File: src/design/vfd_pkg.sv
// Constants, register map and state types of the tube scan controller.
package vfd_pkg;

  // Clock rates and the multiplex oscillator derived from the core clock.
  localparam int CLK_HZ         = 200_000_000;
  localparam int OSC_HZ         = 4_000_000;
  localparam int OSC_DIV        = CLK_HZ / OSC_HZ;
  localparam logic [5:0] DIV_LAST = 6'(OSC_DIV - 1);

  // One grid period and its minimum blanked lead-in, in oscillator ticks.
  localparam int MUX_PERIOD_US  = 100;
  localparam int SLOT_TICKS     = MUX_PERIOD_US * (OSC_HZ / 1_000_000);
  localparam int MIN_BLANK_NS   = 6250;
  localparam int MIN_BLANK_TICKS =
    (MIN_BLANK_NS * (OSC_HZ / 1_000_000) + 999) / 1000;
  localparam logic [8:0] SLOT_LAST = 9'(SLOT_TICKS - 1);
  localparam logic [8:0] BLANK_LEAD = 9'(MIN_BLANK_TICKS);

  // Command word layout.
  localparam int CMD_RD_BIT     = 15;
  localparam int CMD_ADDR_HI    = 14;
  localparam int CMD_ADDR_LO    = 8;

  // Register addresses.
  localparam logic [6:0] ADDR_NOOP   = 7'h00;
  localparam logic [6:0] ADDR_BRIGHT = 7'h02;
  localparam logic [6:0] ADDR_GRID   = 7'h03;
  localparam logic [6:0] ADDR_POL    = 7'h0c;
  localparam logic [6:0] ADDR_LIMIT  = 7'h0e;
  localparam logic [6:0] ADDR_STATUS = 7'h0f;

  // Clamp ceilings and values after reset.
  localparam logic [7:0] GRID_MAX    = 8'h2f;
  localparam logic [7:0] LIMIT_MAX   = 8'h79;
  localparam logic [7:0] GRID_RST    = 8'h07;
  localparam logic [7:0] BRIGHT_RST  = 8'h07;
  localparam logic [7:0] LIMIT_RST   = 8'h79;
  localparam logic [7:0] POL_RST     = 8'h00;
  localparam logic [3:0] BRIGHT_TOP  = 4'hf;

  typedef enum logic [1:0] {
    SC_LOAD  = 2'b00,
    SC_SHIFT = 2'b01,
    SC_HOLD  = 2'b11
  } vfd_scan_t;

  typedef struct packed {
    logic [2:0]  sync1;
    logic [2:0]  sync2;
    logic        sclk_prev;
    logic        cs_prev;
    logic [15:0] sr;
    logic        dout;
    logic [7:0]  grid;
    logic [7:0]  bright;
    logic [7:0]  limit;
    logic [7:0]  pol;
    logic        pend;
    logic        blank_slot;
    logic [5:0]  div_cnt;
    logic [8:0]  slot_cnt;
    logic [5:0]  cur_grid;
    logic [6:0]  bit_idx;
    vfd_scan_t   scan;
    logic        tclk;
    logic        tdata;
    logic        tload;
    logic        tblank;
  } vfd_state_t;

endpackage

File: src/design/vfd_scan_ctrl.sv
// Tube scan controller with its four-wire host serial port.
//
// Contract
// - Host word is address byte then data.
// - Input bit reaches serial output 15 clocks later.
// - Shift on rising clock only while selected.
// - Select rising latches word and executes it.
// - Only last sixteen bits received are latched.
// - Read sets top bit; low byte discarded.
// - Read loads register into low shift byte.
// - Next command shifts out address then data.
// - Tube clock runs at half oscillator rate.
// - Tube stream length up to 122 bits.
// - Tube data changes on falling tube clock.
// - Latch-load high transfers, low holds pattern.
// - Blank output active level is selectable.
// - Shift next grid, load at slot start.
// - Grid count clamps to 0x2f maximum.
// - Grid write blanks one whole multiplex slot.
// - Brightness nibble sets unblanked sixteenths.
// - Every slot starts with one-sixteenth blanking.
// - Shift limit clamps to 0x79 maximum.
// - Polarity register selects blank active level.
// - No-op write changes nothing at all.
`timescale 1ns/10ps

module vfd_scan_ctrl
  import vfd_pkg::*;
(
  input  wire logic clk,
  input  wire logic nrst,
  input  wire logic ce,
  input  wire logic sclk,
  input  wire logic cs_n,
  input  wire logic din,
  output logic      dout,
  output logic      tube_shift_clock,
  output logic      tube_shift_data,
  output logic      tube_latch_load,
  output logic      tube_blank_out
);

  vfd_state_t st;
  vfd_state_t next_st;

  logic        osc_tick;
  logic        host_shift;
  logic        cs_rise;
  logic [15:0] cmd;
  logic [3:0]  on_steps;
  logic [8:0]  unblank_end;
  logic        blank_now;

  // Clamps an out-of-range register write to its ceiling.
  function automatic logic [7:0] clamp(input logic [7:0] v,
                                       input logic [7:0] top);
    clamp = (v > top) ? top : v;
  endfunction

  // Grid that follows g in the scan, wrapping after the programmed count.
  function automatic logic [5:0] adv_grid(input logic [5:0] g,
                                          input logic [7:0] cnt);
    adv_grid = (g >= cnt[5:0]) ? 6'h00 : 6'(g + 6'h01);
  endfunction

  // Value presented for a read of the given register address.
  function automatic logic [7:0] read_reg(input logic [6:0] a,
                                          input vfd_state_t s);
    unique case (a)
      ADDR_BRIGHT: read_reg = s.bright;
      ADDR_GRID:   read_reg = s.grid;
      ADDR_POL:    read_reg = s.pol;
      ADDR_LIMIT:  read_reg = s.limit;
      ADDR_STATUS: read_reg = {2'b00, s.cur_grid};
      default:     read_reg = 8'h00;
    endcase
  endfunction

  // Host pins are only ever read from the second synchroniser stage.
  assign host_shift = !st.sync2[1] && st.sync2[2] && !st.sclk_prev;
  assign cs_rise    = st.sync2[1] && !st.cs_prev;
  assign osc_tick   = (st.div_cnt == DIV_LAST);
  assign cmd        = st.sr;

  // Unblanked window follows the fixed lead-in; step 15 repeats 15/16.
  assign on_steps    = (st.bright[3:0] == BRIGHT_TOP) ? 4'he
                                                    : st.bright[3:0];
  assign unblank_end = 9'(BLANK_LEAD + BLANK_LEAD * (on_steps + 4'h1));
  assign blank_now   = st.blank_slot || (st.slot_cnt < BLANK_LEAD)
                       || (st.slot_cnt >= unblank_end);

  always_comb begin
    next_st = st;
    if (ce) begin
      next_st.sync1     = {sclk, cs_n, din};
      next_st.sync2     = st.sync1;
      next_st.sclk_prev = st.sync2[2];
      next_st.cs_prev   = st.sync2[1];

      // Multiplex oscillator.
      next_st.div_cnt = osc_tick ? 6'h00 : 6'(st.div_cnt + 6'h01);

      if (osc_tick) begin
        next_st.slot_cnt = (st.slot_cnt == SLOT_LAST)
                           ? 9'h000 : 9'(st.slot_cnt + 9'h001);
        unique case (st.scan)
          SC_HOLD: begin
            if (st.slot_cnt == SLOT_LAST) begin
              // Apply the pattern shifted during the slot just ended.
              next_st.scan       = SC_LOAD;
              next_st.tload      = 1'b1;
              next_st.cur_grid   = adv_grid(st.cur_grid, st.grid);
              next_st.blank_slot = st.pend;
              next_st.pend       = 1'b0;
              next_st.bit_idx    = 7'h00;
              next_st.tclk       = 1'b0;
              next_st.tdata      = (adv_grid(adv_grid(st.cur_grid, st.grid),
                                             st.grid) == 6'h00);
            end
          end
          SC_LOAD: begin
            next_st.tload = 1'b0;
            next_st.scan  = SC_SHIFT;
          end
          SC_SHIFT: begin
            next_st.tclk = !st.tclk;
            if (st.tclk) begin
              // Data moves only as the tube clock falls.
              if (st.bit_idx >= st.limit[6:0]) begin
                next_st.scan  = SC_HOLD;
                next_st.tdata = 1'b0;
              end else begin
                next_st.bit_idx = 7'(st.bit_idx + 7'h01);
                next_st.tdata   = ({1'b0, adv_grid(st.cur_grid, st.grid)}
                                   == 7'(st.bit_idx + 7'h01));
              end
            end
          end
        endcase
      end

      next_st.tblank = blank_now ^ st.pol[0];

      // Host port: shift while selected, ignore the clock otherwise.
      if (host_shift) begin
        next_st.sr = {st.sr[14:0], st.sync2[0]};
      end

      if (cs_rise) begin
        if (cmd[CMD_RD_BIT]) begin
          // Address byte stays in place and leads the read-back.
          next_st.sr[7:0] = read_reg(cmd[CMD_ADDR_HI:CMD_ADDR_LO],
                                     st);
        end else begin
          unique case (cmd[CMD_ADDR_HI:CMD_ADDR_LO])
            ADDR_BRIGHT: next_st.bright = cmd[7:0];
            ADDR_GRID: begin
              next_st.grid = clamp(cmd[7:0], GRID_MAX);
              next_st.pend = 1'b1;
            end
            ADDR_POL:   next_st.pol   = cmd[7:0];
            ADDR_LIMIT: next_st.limit = clamp(cmd[7:0], LIMIT_MAX);
            default: begin
              // No-op and unmapped addresses leave every state alone.
            end
          endcase
        end
      end

      // The output bit launches with the clock edge that shifts it.
      next_st.dout = next_st.sr[15];
    end
  end

  always_ff @(posedge clk or negedge nrst) begin
    if (!nrst) begin
      st            <= '0;
      st.sync1      <= 3'b010;
      st.sync2      <= 3'b010;
      st.cs_prev    <= 1'b1;
      st.grid       <= GRID_RST;
      st.bright     <= BRIGHT_RST;
      st.limit      <= LIMIT_RST;
      st.pol        <= POL_RST;
      st.blank_slot <= 1'b1;
      st.scan       <= SC_HOLD;
      st.tblank     <= 1'b1;
    end else begin
      st <= next_st;
    end
  end

  assign dout             = st.dout;
  assign tube_shift_clock = st.tclk;
  assign tube_shift_data  = st.tdata;
  assign tube_latch_load  = st.tload;
  assign tube_blank_out   = st.tblank;
endmodule

File: config.mk
export PLATFORM = sky130hd
export DESIGN_NAME = vfd_scan_ctrl
export DESIGN_NICKNAME = d
export VERILOG_FILES = /design/src/design/vfd_pkg.sv /design/src/design/vfd_scan_ctrl.sv
export SDC_FILE = /design/constraint.sdc
export NUM_CORES = 1
export LEC_CHECK = 0
export BUFFER_PORTS_ARGS = -buffer_cell sky130_fd_sc_hd__buf_2
export CAP_MARGIN = 25
export CORE_AREA = 2 2 101 103
export CTS_CLUSTER_SIZE = 20
export DETAILED_ROUTE_END_ITERATION = 16
export DIE_AREA = 0 0 103 105
export GPL_TIMING_DRIVEN = 1
export PLACE_DENSITY_LB_ADDON = 0.12
export SYNTH_ARGS = -nofsm -noshare
export SYNTH_HDL_FRONTEND = slang
export SYNTH_SLANG_ARGS = --single-unit
export TNS_END_PERCENT = 10
File: constraint.sdc
create_clock -name clk -period 5.2 [get_ports clk]
set_input_delay 0.78 -clock clk [delete_from_list [all_inputs] [get_ports clk]]
set_output_delay 0.78 -clock clk [all_outputs]
set_load 0.03 [all_outputs]
Word-level counts from Yosys, hierarchy flattened
Cells that the tools add are included.
{"block": "word_totals", "elab_cells": 106, "inputBits": 6, "out_inout_bits": 5, "reg_bits": 93}
{"block": "classes", "n_bitwise": 2, "n_lt_le_gt_ge": 7, "addsub": 7, "n_eq_ne": 15, "multipliers": 1, "n_reduce_logical": 25, "mux": 27}
{"cell": "$pmux 8 s5", "count": 1}
{"cell": "$mux 8", "count": 4}
{"cell": "$reduce_and 4->1", "count": 7}
{"cell": "$eq 7x4->1 const B", "count": 3}
{"cell": "$add 6x1->6 const B", "count": 3}
{"cell": "$mux 6", "count": 3}
{"cell": "$mux 9", "count": 2}
{"cell": "$mux 16", "count": 1}
{"cell": "$eq 7x2->1 const B", "count": 2}
{"cell": "$pmux 7 s2", "count": 1}
{"cell": "$ge 6x6->1", "count": 2}
{"cell": "$mux 12", "count": 1}
{"cell": "$reduce_and 5->1", "count": 2}
{"cell": "$add 5x9->9 const A", "count": 1}
{"cell": "$add 9x1->9 const B", "count": 1}
{"cell": "$eq 9x9->1 const B", "count": 1}
{"cell": "$ge 9x9->1", "count": 1}
{"cell": "$lt 9x5->1 const B", "count": 1}
{"cell": "$mul 5x5->9 const A", "count": 1}
{"cell": "$gt 8x6->1 const B", "count": 1}
{"cell": "$gt 8x7->1 const B", "count": 1}
{"cell": "$mux 2", "count": 4}
{"cell": "$ne 2x2->1 const B", "count": 4}
{"cell": "$add 7x1->7 const B", "count": 1}
{"cell": "other kinds (23)", "count": 35}

Longest topological paths before layout
Gate-level depths: netlist of run 1.
{"block": "logic_depth", "ltp_word": 8, "depth_mapped": 21, "mapped_depth_nobuf": 21}

Worst setup path before layout of run 1
Ideal clock, no wire load.
{"block": "synth_path", "path_kind": "register -> register", "from": "register st[54] (netlist name)", "to": "register st (netlist bit tube_blank_out)", "path_stages_with_launch": 22, "required_ns": 5.118, "path_slack_ns": 0.811, "path_buffers": 1, "setup_time_ns": 0.082, "arrival_ns": 4.306, "cell_sequence": "dfstp_2 > clkbuf_1 > a31oi_2 > ha_1 > nand2_1 > nand2_1 > xnor2_1 > ha_1 > a21oi_1 > fa_1 > inv_1 > ha_1 > a31o_2 > a21o_1 > a21oi_1 > xnor2_1 > ha_1 > a211oi_1 > o21ai_0 > a31oi_1 > xnor2_1 > mux2_2"}
{"block": "synth_between", "elab_chain_cells": 8}
{"element": "from (decl)", "line_no": "vfd_scan_ctrl.sv:43", "rtl": "vfd_state_t st;"}
{"element": "from (signal assigned)", "line_no": "vfd_scan_ctrl.sv:189", "rtl": "st <= next_st;"}
{"element": "$eq 4x4->1", "line_no": "vfd_scan_ctrl.sv:86", "rtl": "assign on_steps = (st.bright[3:0] == BRIGHT_TOP) ? 4'he"}
{"element": "$mux 4 (*)", "line_no": "vfd_scan_ctrl.sv:86"}
{"element": "$add 4x1->5 (*)", "line_no": "vfd_scan_ctrl.sv:88", "rtl": "assign unblank_end = 9'(BLANK_LEAD + BLANK_LEAD * (on_steps + 4'h1));"}
{"element": "$mul 5x5->9 (*)", "line_no": "vfd_scan_ctrl.sv:88"}
{"element": "$add 5x9->9 (*)", "line_no": "vfd_scan_ctrl.sv:88"}
{"element": "$ge 9x9->1 (*)", "line_no": "vfd_scan_ctrl.sv:90", "rtl": "|| (st.slot_cnt >= unblank_end);"}
{"element": "$logic_or 1x1->1 (*)", "line_no": "vfd_scan_ctrl.sv:90"}
{"element": "$xor 1x1->1 (*)", "line_no": "vfd_scan_ctrl.sv:142", "rtl": "next_st.tblank = blank_now ^ st.pol[0];"}
Mark *: on every way between the ends. The rest lies on a longest branch, timed or not.
A chain may end at the register's enable or synchronous reset.

Final worst setup path of run 1
{"block": "layout_path", "from": "register st[52] (netlist name)", "to": "register st (netlist bit tube_blank_out)"}
Same word-level chain as after synthesis.

==> results of run 1 <==
## cell usage in the layout, fill, tap and decap left out, types with 12 or more instances in the layout
master / n
o21ai_0: 36
dfstp_2: 18
a21oi_1: 27
o21ai_1: 14
o22ai_1: 12
xnor2_1: 21
inv_1: 35
mux2i_1: 13
nor3_1: 13
nand3_1: 21
nor2_1: 40
dfrtp_1: 74
mux2_1: 13
ha_1: 47
mux2_2: 20
nand2_1: 51
## cells by family after synthesis
group,share of synthesized area
adder cells (fa/ha/maj),0.107
XOR/XNOR,0.0476
flip-flops,0.408
buffers and inverters,0.0373
AO/OA/AOI/OAI,0.140
AND/OR/NAND/NOR,0.160
multiplexers,0.101
## sequential cells by signal (all words and copies together) (netlist names)
name              count
tube_latch_load       1
tube_shift_clock      1
cmd                  16
tube_blank_out        1
st                   72
tube_shift_data       1
## layer usage
metal,vias to the layer above,GRT usage,wire length [um]
li1,2086,-,-
met1,2094,0.338,5800
met2,79,0.391,5760
met4,0,0.0752,195
met5,-,0,0
met3,15,0.0488,461
## path summary, 6_finish.rpt
check | slack (ns) | from | endpoint | cells after the start
hold / removal | 0.44 | nrst | st[22] | 1
min in group clk | 0.48 | st[35] | st[35] | 2
hold reg to reg | 0.48 | st[35] | st[35] | 2
setup / recovery | 0.49 | st[52] | tube_blank_out | 21
setup reg to reg | 0.49 | st[52] | tube_blank_out | 21
max in group asynchronous | 3.77 | nrst | st[53] | 2
## power groups by stage
stage	combinational (mW)	clock, mW	sequential [mW]
final	1.38	0.555	1.13
after global routing	1.56	0.599	1.16
after CTS	1.38	0.565	1.13
after detailed placement	1.36	0	1.14
after global placement	1.29	0	1.14
after floorplan	1.15	0	1.03
## metrics by stage
step	util	power, mW	setup WS [ns]	std cells	hold WS [ns]
after floorplan	-	2.17	0.811	582	0.447
after global placement	0.607	2.43	0.773	710	0.465
after detailed placement	0.607	2.50	0.521	710	0.465
after CTS	0.630	3.07	0.490	726	0.463
after global routing	0.630	3.32	0.187	726	0.485
final	0.630	3.06	0.485	726	0.439
## cell type report
type | instances | area share
Clock inverter | 5 | 0.0140
Clock buffer | 11 | 0.0233
Timing Repair Buffer | 11 | 0.00988
Multi-Input combinational cell | 438 | 0.521
Tap cell | 133 | 0.0274
Sequential cell | 92 | 0.383
Inverter | 36 | 0.0222
==> impl_metrics.toml, run 1 <==
[sta]
clock_skew_ns = 0.0150
max_freq_ghz = 0.212
drv_slew = 0
finalCritPeriodShare = 0.907
relSlewSlack = 0.348
grt_setup_unrepaired = "false"
worstMarginPinSlew_ns = 0.978
setup_viol = 0
fin_crit_ns = 4.71
tns_ns = 0
hold_viol = 0

[clock_tree]
ctsHoldBuffers = 0
cts_max_path_buffers = 2
cts_setup_buffers = 0
clkTransAtPathRegs_ns = 0.09
cts_tree = "yes"
root_buffer = "clkbuf_8"
post_cts_resized = 0
cts.sinks = 92
cts-buffers-inserted = 9
clock_latency_ns = 0.37
htree_levels = 3

[global_routing]
grt_use_total = 0.246
grt_antenna_before_repair = 0
globalRouteOverflowTotal = 0
grt_pass1_wl_um = 20700
grt_max_degree = 54
grt_pass1_vias = 4235

[synth]
yosys.area.top_type = "dfrtp_1"
async_flop_share = 1.00
synth.distinct_cells = 63
synth_area_leaders = "dfrtp_1 32%, ha_1 10%, dfstp_2 8.3%, mux2_2 3.9%, nand2_1 3.4%"
synth.avg_cell_area_um2 = 9.80
syn-num-nets = 636
ys.flop_type = "dfrtp_1"
ys_ff_latch = 92
synth.most_common_cell = "dfrtp_1"
synthTopCellsByCount = "74 x dfrtp_1, 51 x nand2_1, 47 x ha_1"
yosysTopAreaCellShare = 0.325
syn_inst = 582
synth_seq_area_share = 0.408
yosys_warnings = 0
synth_edf_count = 0
syn-cell-area_um2 = 5700

[setup_path]
start_kind = "flop"
cp.arrival_ns = 5.02
crit_top_cell = "ha_1"
path_class = "reg -> reg"
crit_slowest_cell = "dfstp_2"
max_stage_delay_ns = 0.55
crit_fanout = 6
cp_num_buf_inv = 2
cpLargestDelayFamily = "adder cells"
endpoint_kind = "flop"
crit_chain = "inv_1 > a31oi_2 > ha_1 > nand2_1 > nand2_1 > xnor2_1 > ha_1 > a21oi_1 > fa_1 > inv_1 > ha_1 > a31o_2 > a21o_1 > a21oi_1 > xnor2_1 > ha_1 > a211oi_1 > o21ai_0 > a31oi_1 > xnor2_1 > mux2_2"
worstPathRequired_ns = 5.50

[pwr]
power.internal_mw = 1.81
p_leak_nw = 2.89
p_per_area_nw_per_um2 = 504
p_comb_frac = 0.449
max-vdd-ir-drop_mv = 0.333
clockPowerShare = 0.181
p_sw_mw = 1.25
seqPwrFrac = 0.370
swShare = 0.408

[finish]
diodes = 0
final_nets = 642
nFillCells = 853
final_area_um2 = 6080
area_delta_synth_final_pct = 6.58
multi_input_area_um2 = 3160
drive_above_1_share = 0.145
seq_area_um2 = 2320

[floorplanning]
die_y_um = 105
core-area_um2 = 9640
die_w_um = 103
row_count = 36
boundaryPins = 11
initial_utilization = 0.592
die-area_um2 = 10800

[placed_design]
io_buffer_count = 10
dp_hpwl_um = 8890
place_area_um2 = 5850
gp_congestion = 0.842

[drt]
via_per_inst = 5.89
drt-total-wl_um = 12200
drc = 0
antenna_left = 0
drt_first_iter_violations = 262
first_pass_iters = 5
wl_per_cell_um = 16.8
vias = 4274

[outcome]
status = "completed"

[job]
drv_cap = 0

[worst_hold_path]
hp-class = "in -> async"
Power figures use the tool's default switching activity.
==> inputs of run 2 (changes only) <==
CTS_BUF_LIST = sky130_fd_sc_hd__clkbuf_8   (was default)
==> run 2 against run 1 <==
  * Maximum frequency stayed put
  * Worst hold slack hardly changed
  * Routed wire length hardly changed
  * Non-clock buffer count stayed put
  * Critical endpoint unchanged
  * Final area stayed put
  * Power hardly changed
  * Sequential power hardly changed
  * Critical path depth stayed put
  * Combinational power hardly changed
  * Cell count stayed put
==> impl_metrics.toml, run 2 (synthesis gave the netlist of run 1 again) <==
[outcome]
status = "completed"

[pwr]
p_leak_nw = 2.90
p_per_area_nw_per_um2 = 504
max-vdd-ir-drop_mv = 0.333
p_total_mw = 3.06

[global_routing]
grt_pass1_wl_um = 20700
grt_antenna_before_repair = 0
globalRouteOverflowTotal = 0
grt_pass1_vias = 4235
grt_use_total = 0.246
grt_max_degree = 54

[floorplanning]
die_w_um = 103
die_y_um = 105
initial_utilization = 0.592
row_count = 36
core-area_um2 = 9640
die-area_um2 = 10800
boundaryPins = 11

[clock_tree]
post_cts_resized = 0
cts.sinks = 92
clock_latency_ns = 0.38
cts-buffers-inserted = 9
root_buffer = "clkbuf_8"
ctsHoldBuffers = 0
clkTransAtPathRegs_ns = 0.09
cts_max_path_buffers = 2
cts_setup_buffers = 0
htree_levels = 3
cts_tree = "yes"

[sta]
finalCritPeriodShare = 0.907
tns_ns = 0
clock_skew_ns = 0.0160
relSlewSlack = 0.348
worstMarginPinSlew_ns = 0.978
hold_viol = 0
max_freq_ghz = 0.212
grt_setup_unrepaired = "false"
fin_crit_ns = 4.71
setup_viol = 0
drv_slew = 0

[finish]
final_area_um2 = 6080
diodes = 0
largest_reg_flops = 72
nFillCells = 853
most-common-layout-cells = "74 x dfrtp_1, 51 x nand2_1, 47 x ha_1, 40 x nor2_1"
final_common_cell = "dfrtp_1"
drive_above_1_share = 0.145
area_delta_synth_final_pct = 6.58
final_nets = 642
top_register = "st"

[drt]
vias = 4276
drt-total-wl_um = 12200
drc = 0
via_per_inst = 5.89
wl_per_cell_um = 16.8
drt_first_iter_violations = 262
first_pass_iters = 5
antenna_left = 0

[setup_path]
r2r-start = "st[52]"
path_class = "reg -> reg"
cp.arrival_ns = 5.02
worstPathRequired_ns = 5.50
crit_fanout = 6
cp-startpoint = "st[52]"
endpoint_kind = "flop"
start_kind = "flop"
worstRegToRegCells = 21

[placed_design]
gp_congestion = 0.842
io_buffer_count = 10
dp_hpwl_um = 8890
place_area_um2 = 5850

[job]
drv_cap = 0

[worst_hold_path]
hp-class = "in -> async"
run 2: cell types whose count changed in the layout (fill, tap and decap cells not counted):
| cell | delta |
|---|---|
| inv_1 | +1 |
| clkbuf_1 | -1 |
run 2: worst paths after layout:
path	end	slack [ns]
setup / recovery	tube_blank_out	0.49
hold / removal	st[22]	0.44
setup reg to reg	tube_blank_out	0.49
hold reg to reg	st[35]	0.48
max in group asynchronous	st[53]	3.77
min in group clk	st[35]	0.48
run 2: worst max-delay path, stage by stage (launching register included):
cell and delay (ns):
dfstp_2 0.55, inv_1 0.06, a31oi_2 0.28, ha_1 0.29, nand2_1 0.09, nand2_1 0.13, xnor2_1 0.16, ha_1 0.20
a21oi_1 0.07, fa_1 0.51, inv_1 0.04, ha_1 0.33, a31o_2 0.27, a21o_1 0.18, a21oi_1 0.19, xnor2_1 0.15
ha_1 0.27, a211oi_1 0.24, o21ai_0 0.12, a31oi_1 0.20, xnor2_1 0.08, mux2_2 0.26
run 2: area by class of cell:
class,count,area [um2],share of cell area
inverters,36,135,0.0222
well taps,133,166,0.0274
clock inverters,6,88.8,0.0146
flip-flops and latches,92,2320,0.383
repair buffers,11,60.1,0.00988
clock buffers,10,138,0.0226
multi-input cells,438,3160,0.521
run 2: layer usage:
| layer | vias up | GRT usage | routed length, um | part of all wire |
|---|---|---|---|---|
| li1 | 2086 | - | - | - |
| met1 | 2096 | 0.338 | 5810 | 0.47 |
| met2 | 79 | 0.391 | 5770 | 0.47 |
| met3 | 15 | 0.0488 | 461 | 0.038 |
| met4 | 0 | 0.0752 | 195 | 0.016 |
| met5 | - | 0 | 0 | 0 |
run 2: stage by stage:
stage	hold WS, ns	utilization	worst slack [ns]	std cells
finish	0.439	0.630	0.485	726
global route	0.484	0.630	0.187	726
CTS	0.461	0.630	0.490	726
detailed placement	0.465	0.607	0.521	710
global placement	0.465	0.607	0.773	710
floorplan	0.447	-	0.811	582
run 2: power by group:
part	total [mW]	switching, mW	internal (mW)
sequential	1.13	0.237	0.897
combinational	1.38	0.746	0.630
clock	0.554	0.269	0.285
total	3.06	1.25	1.81
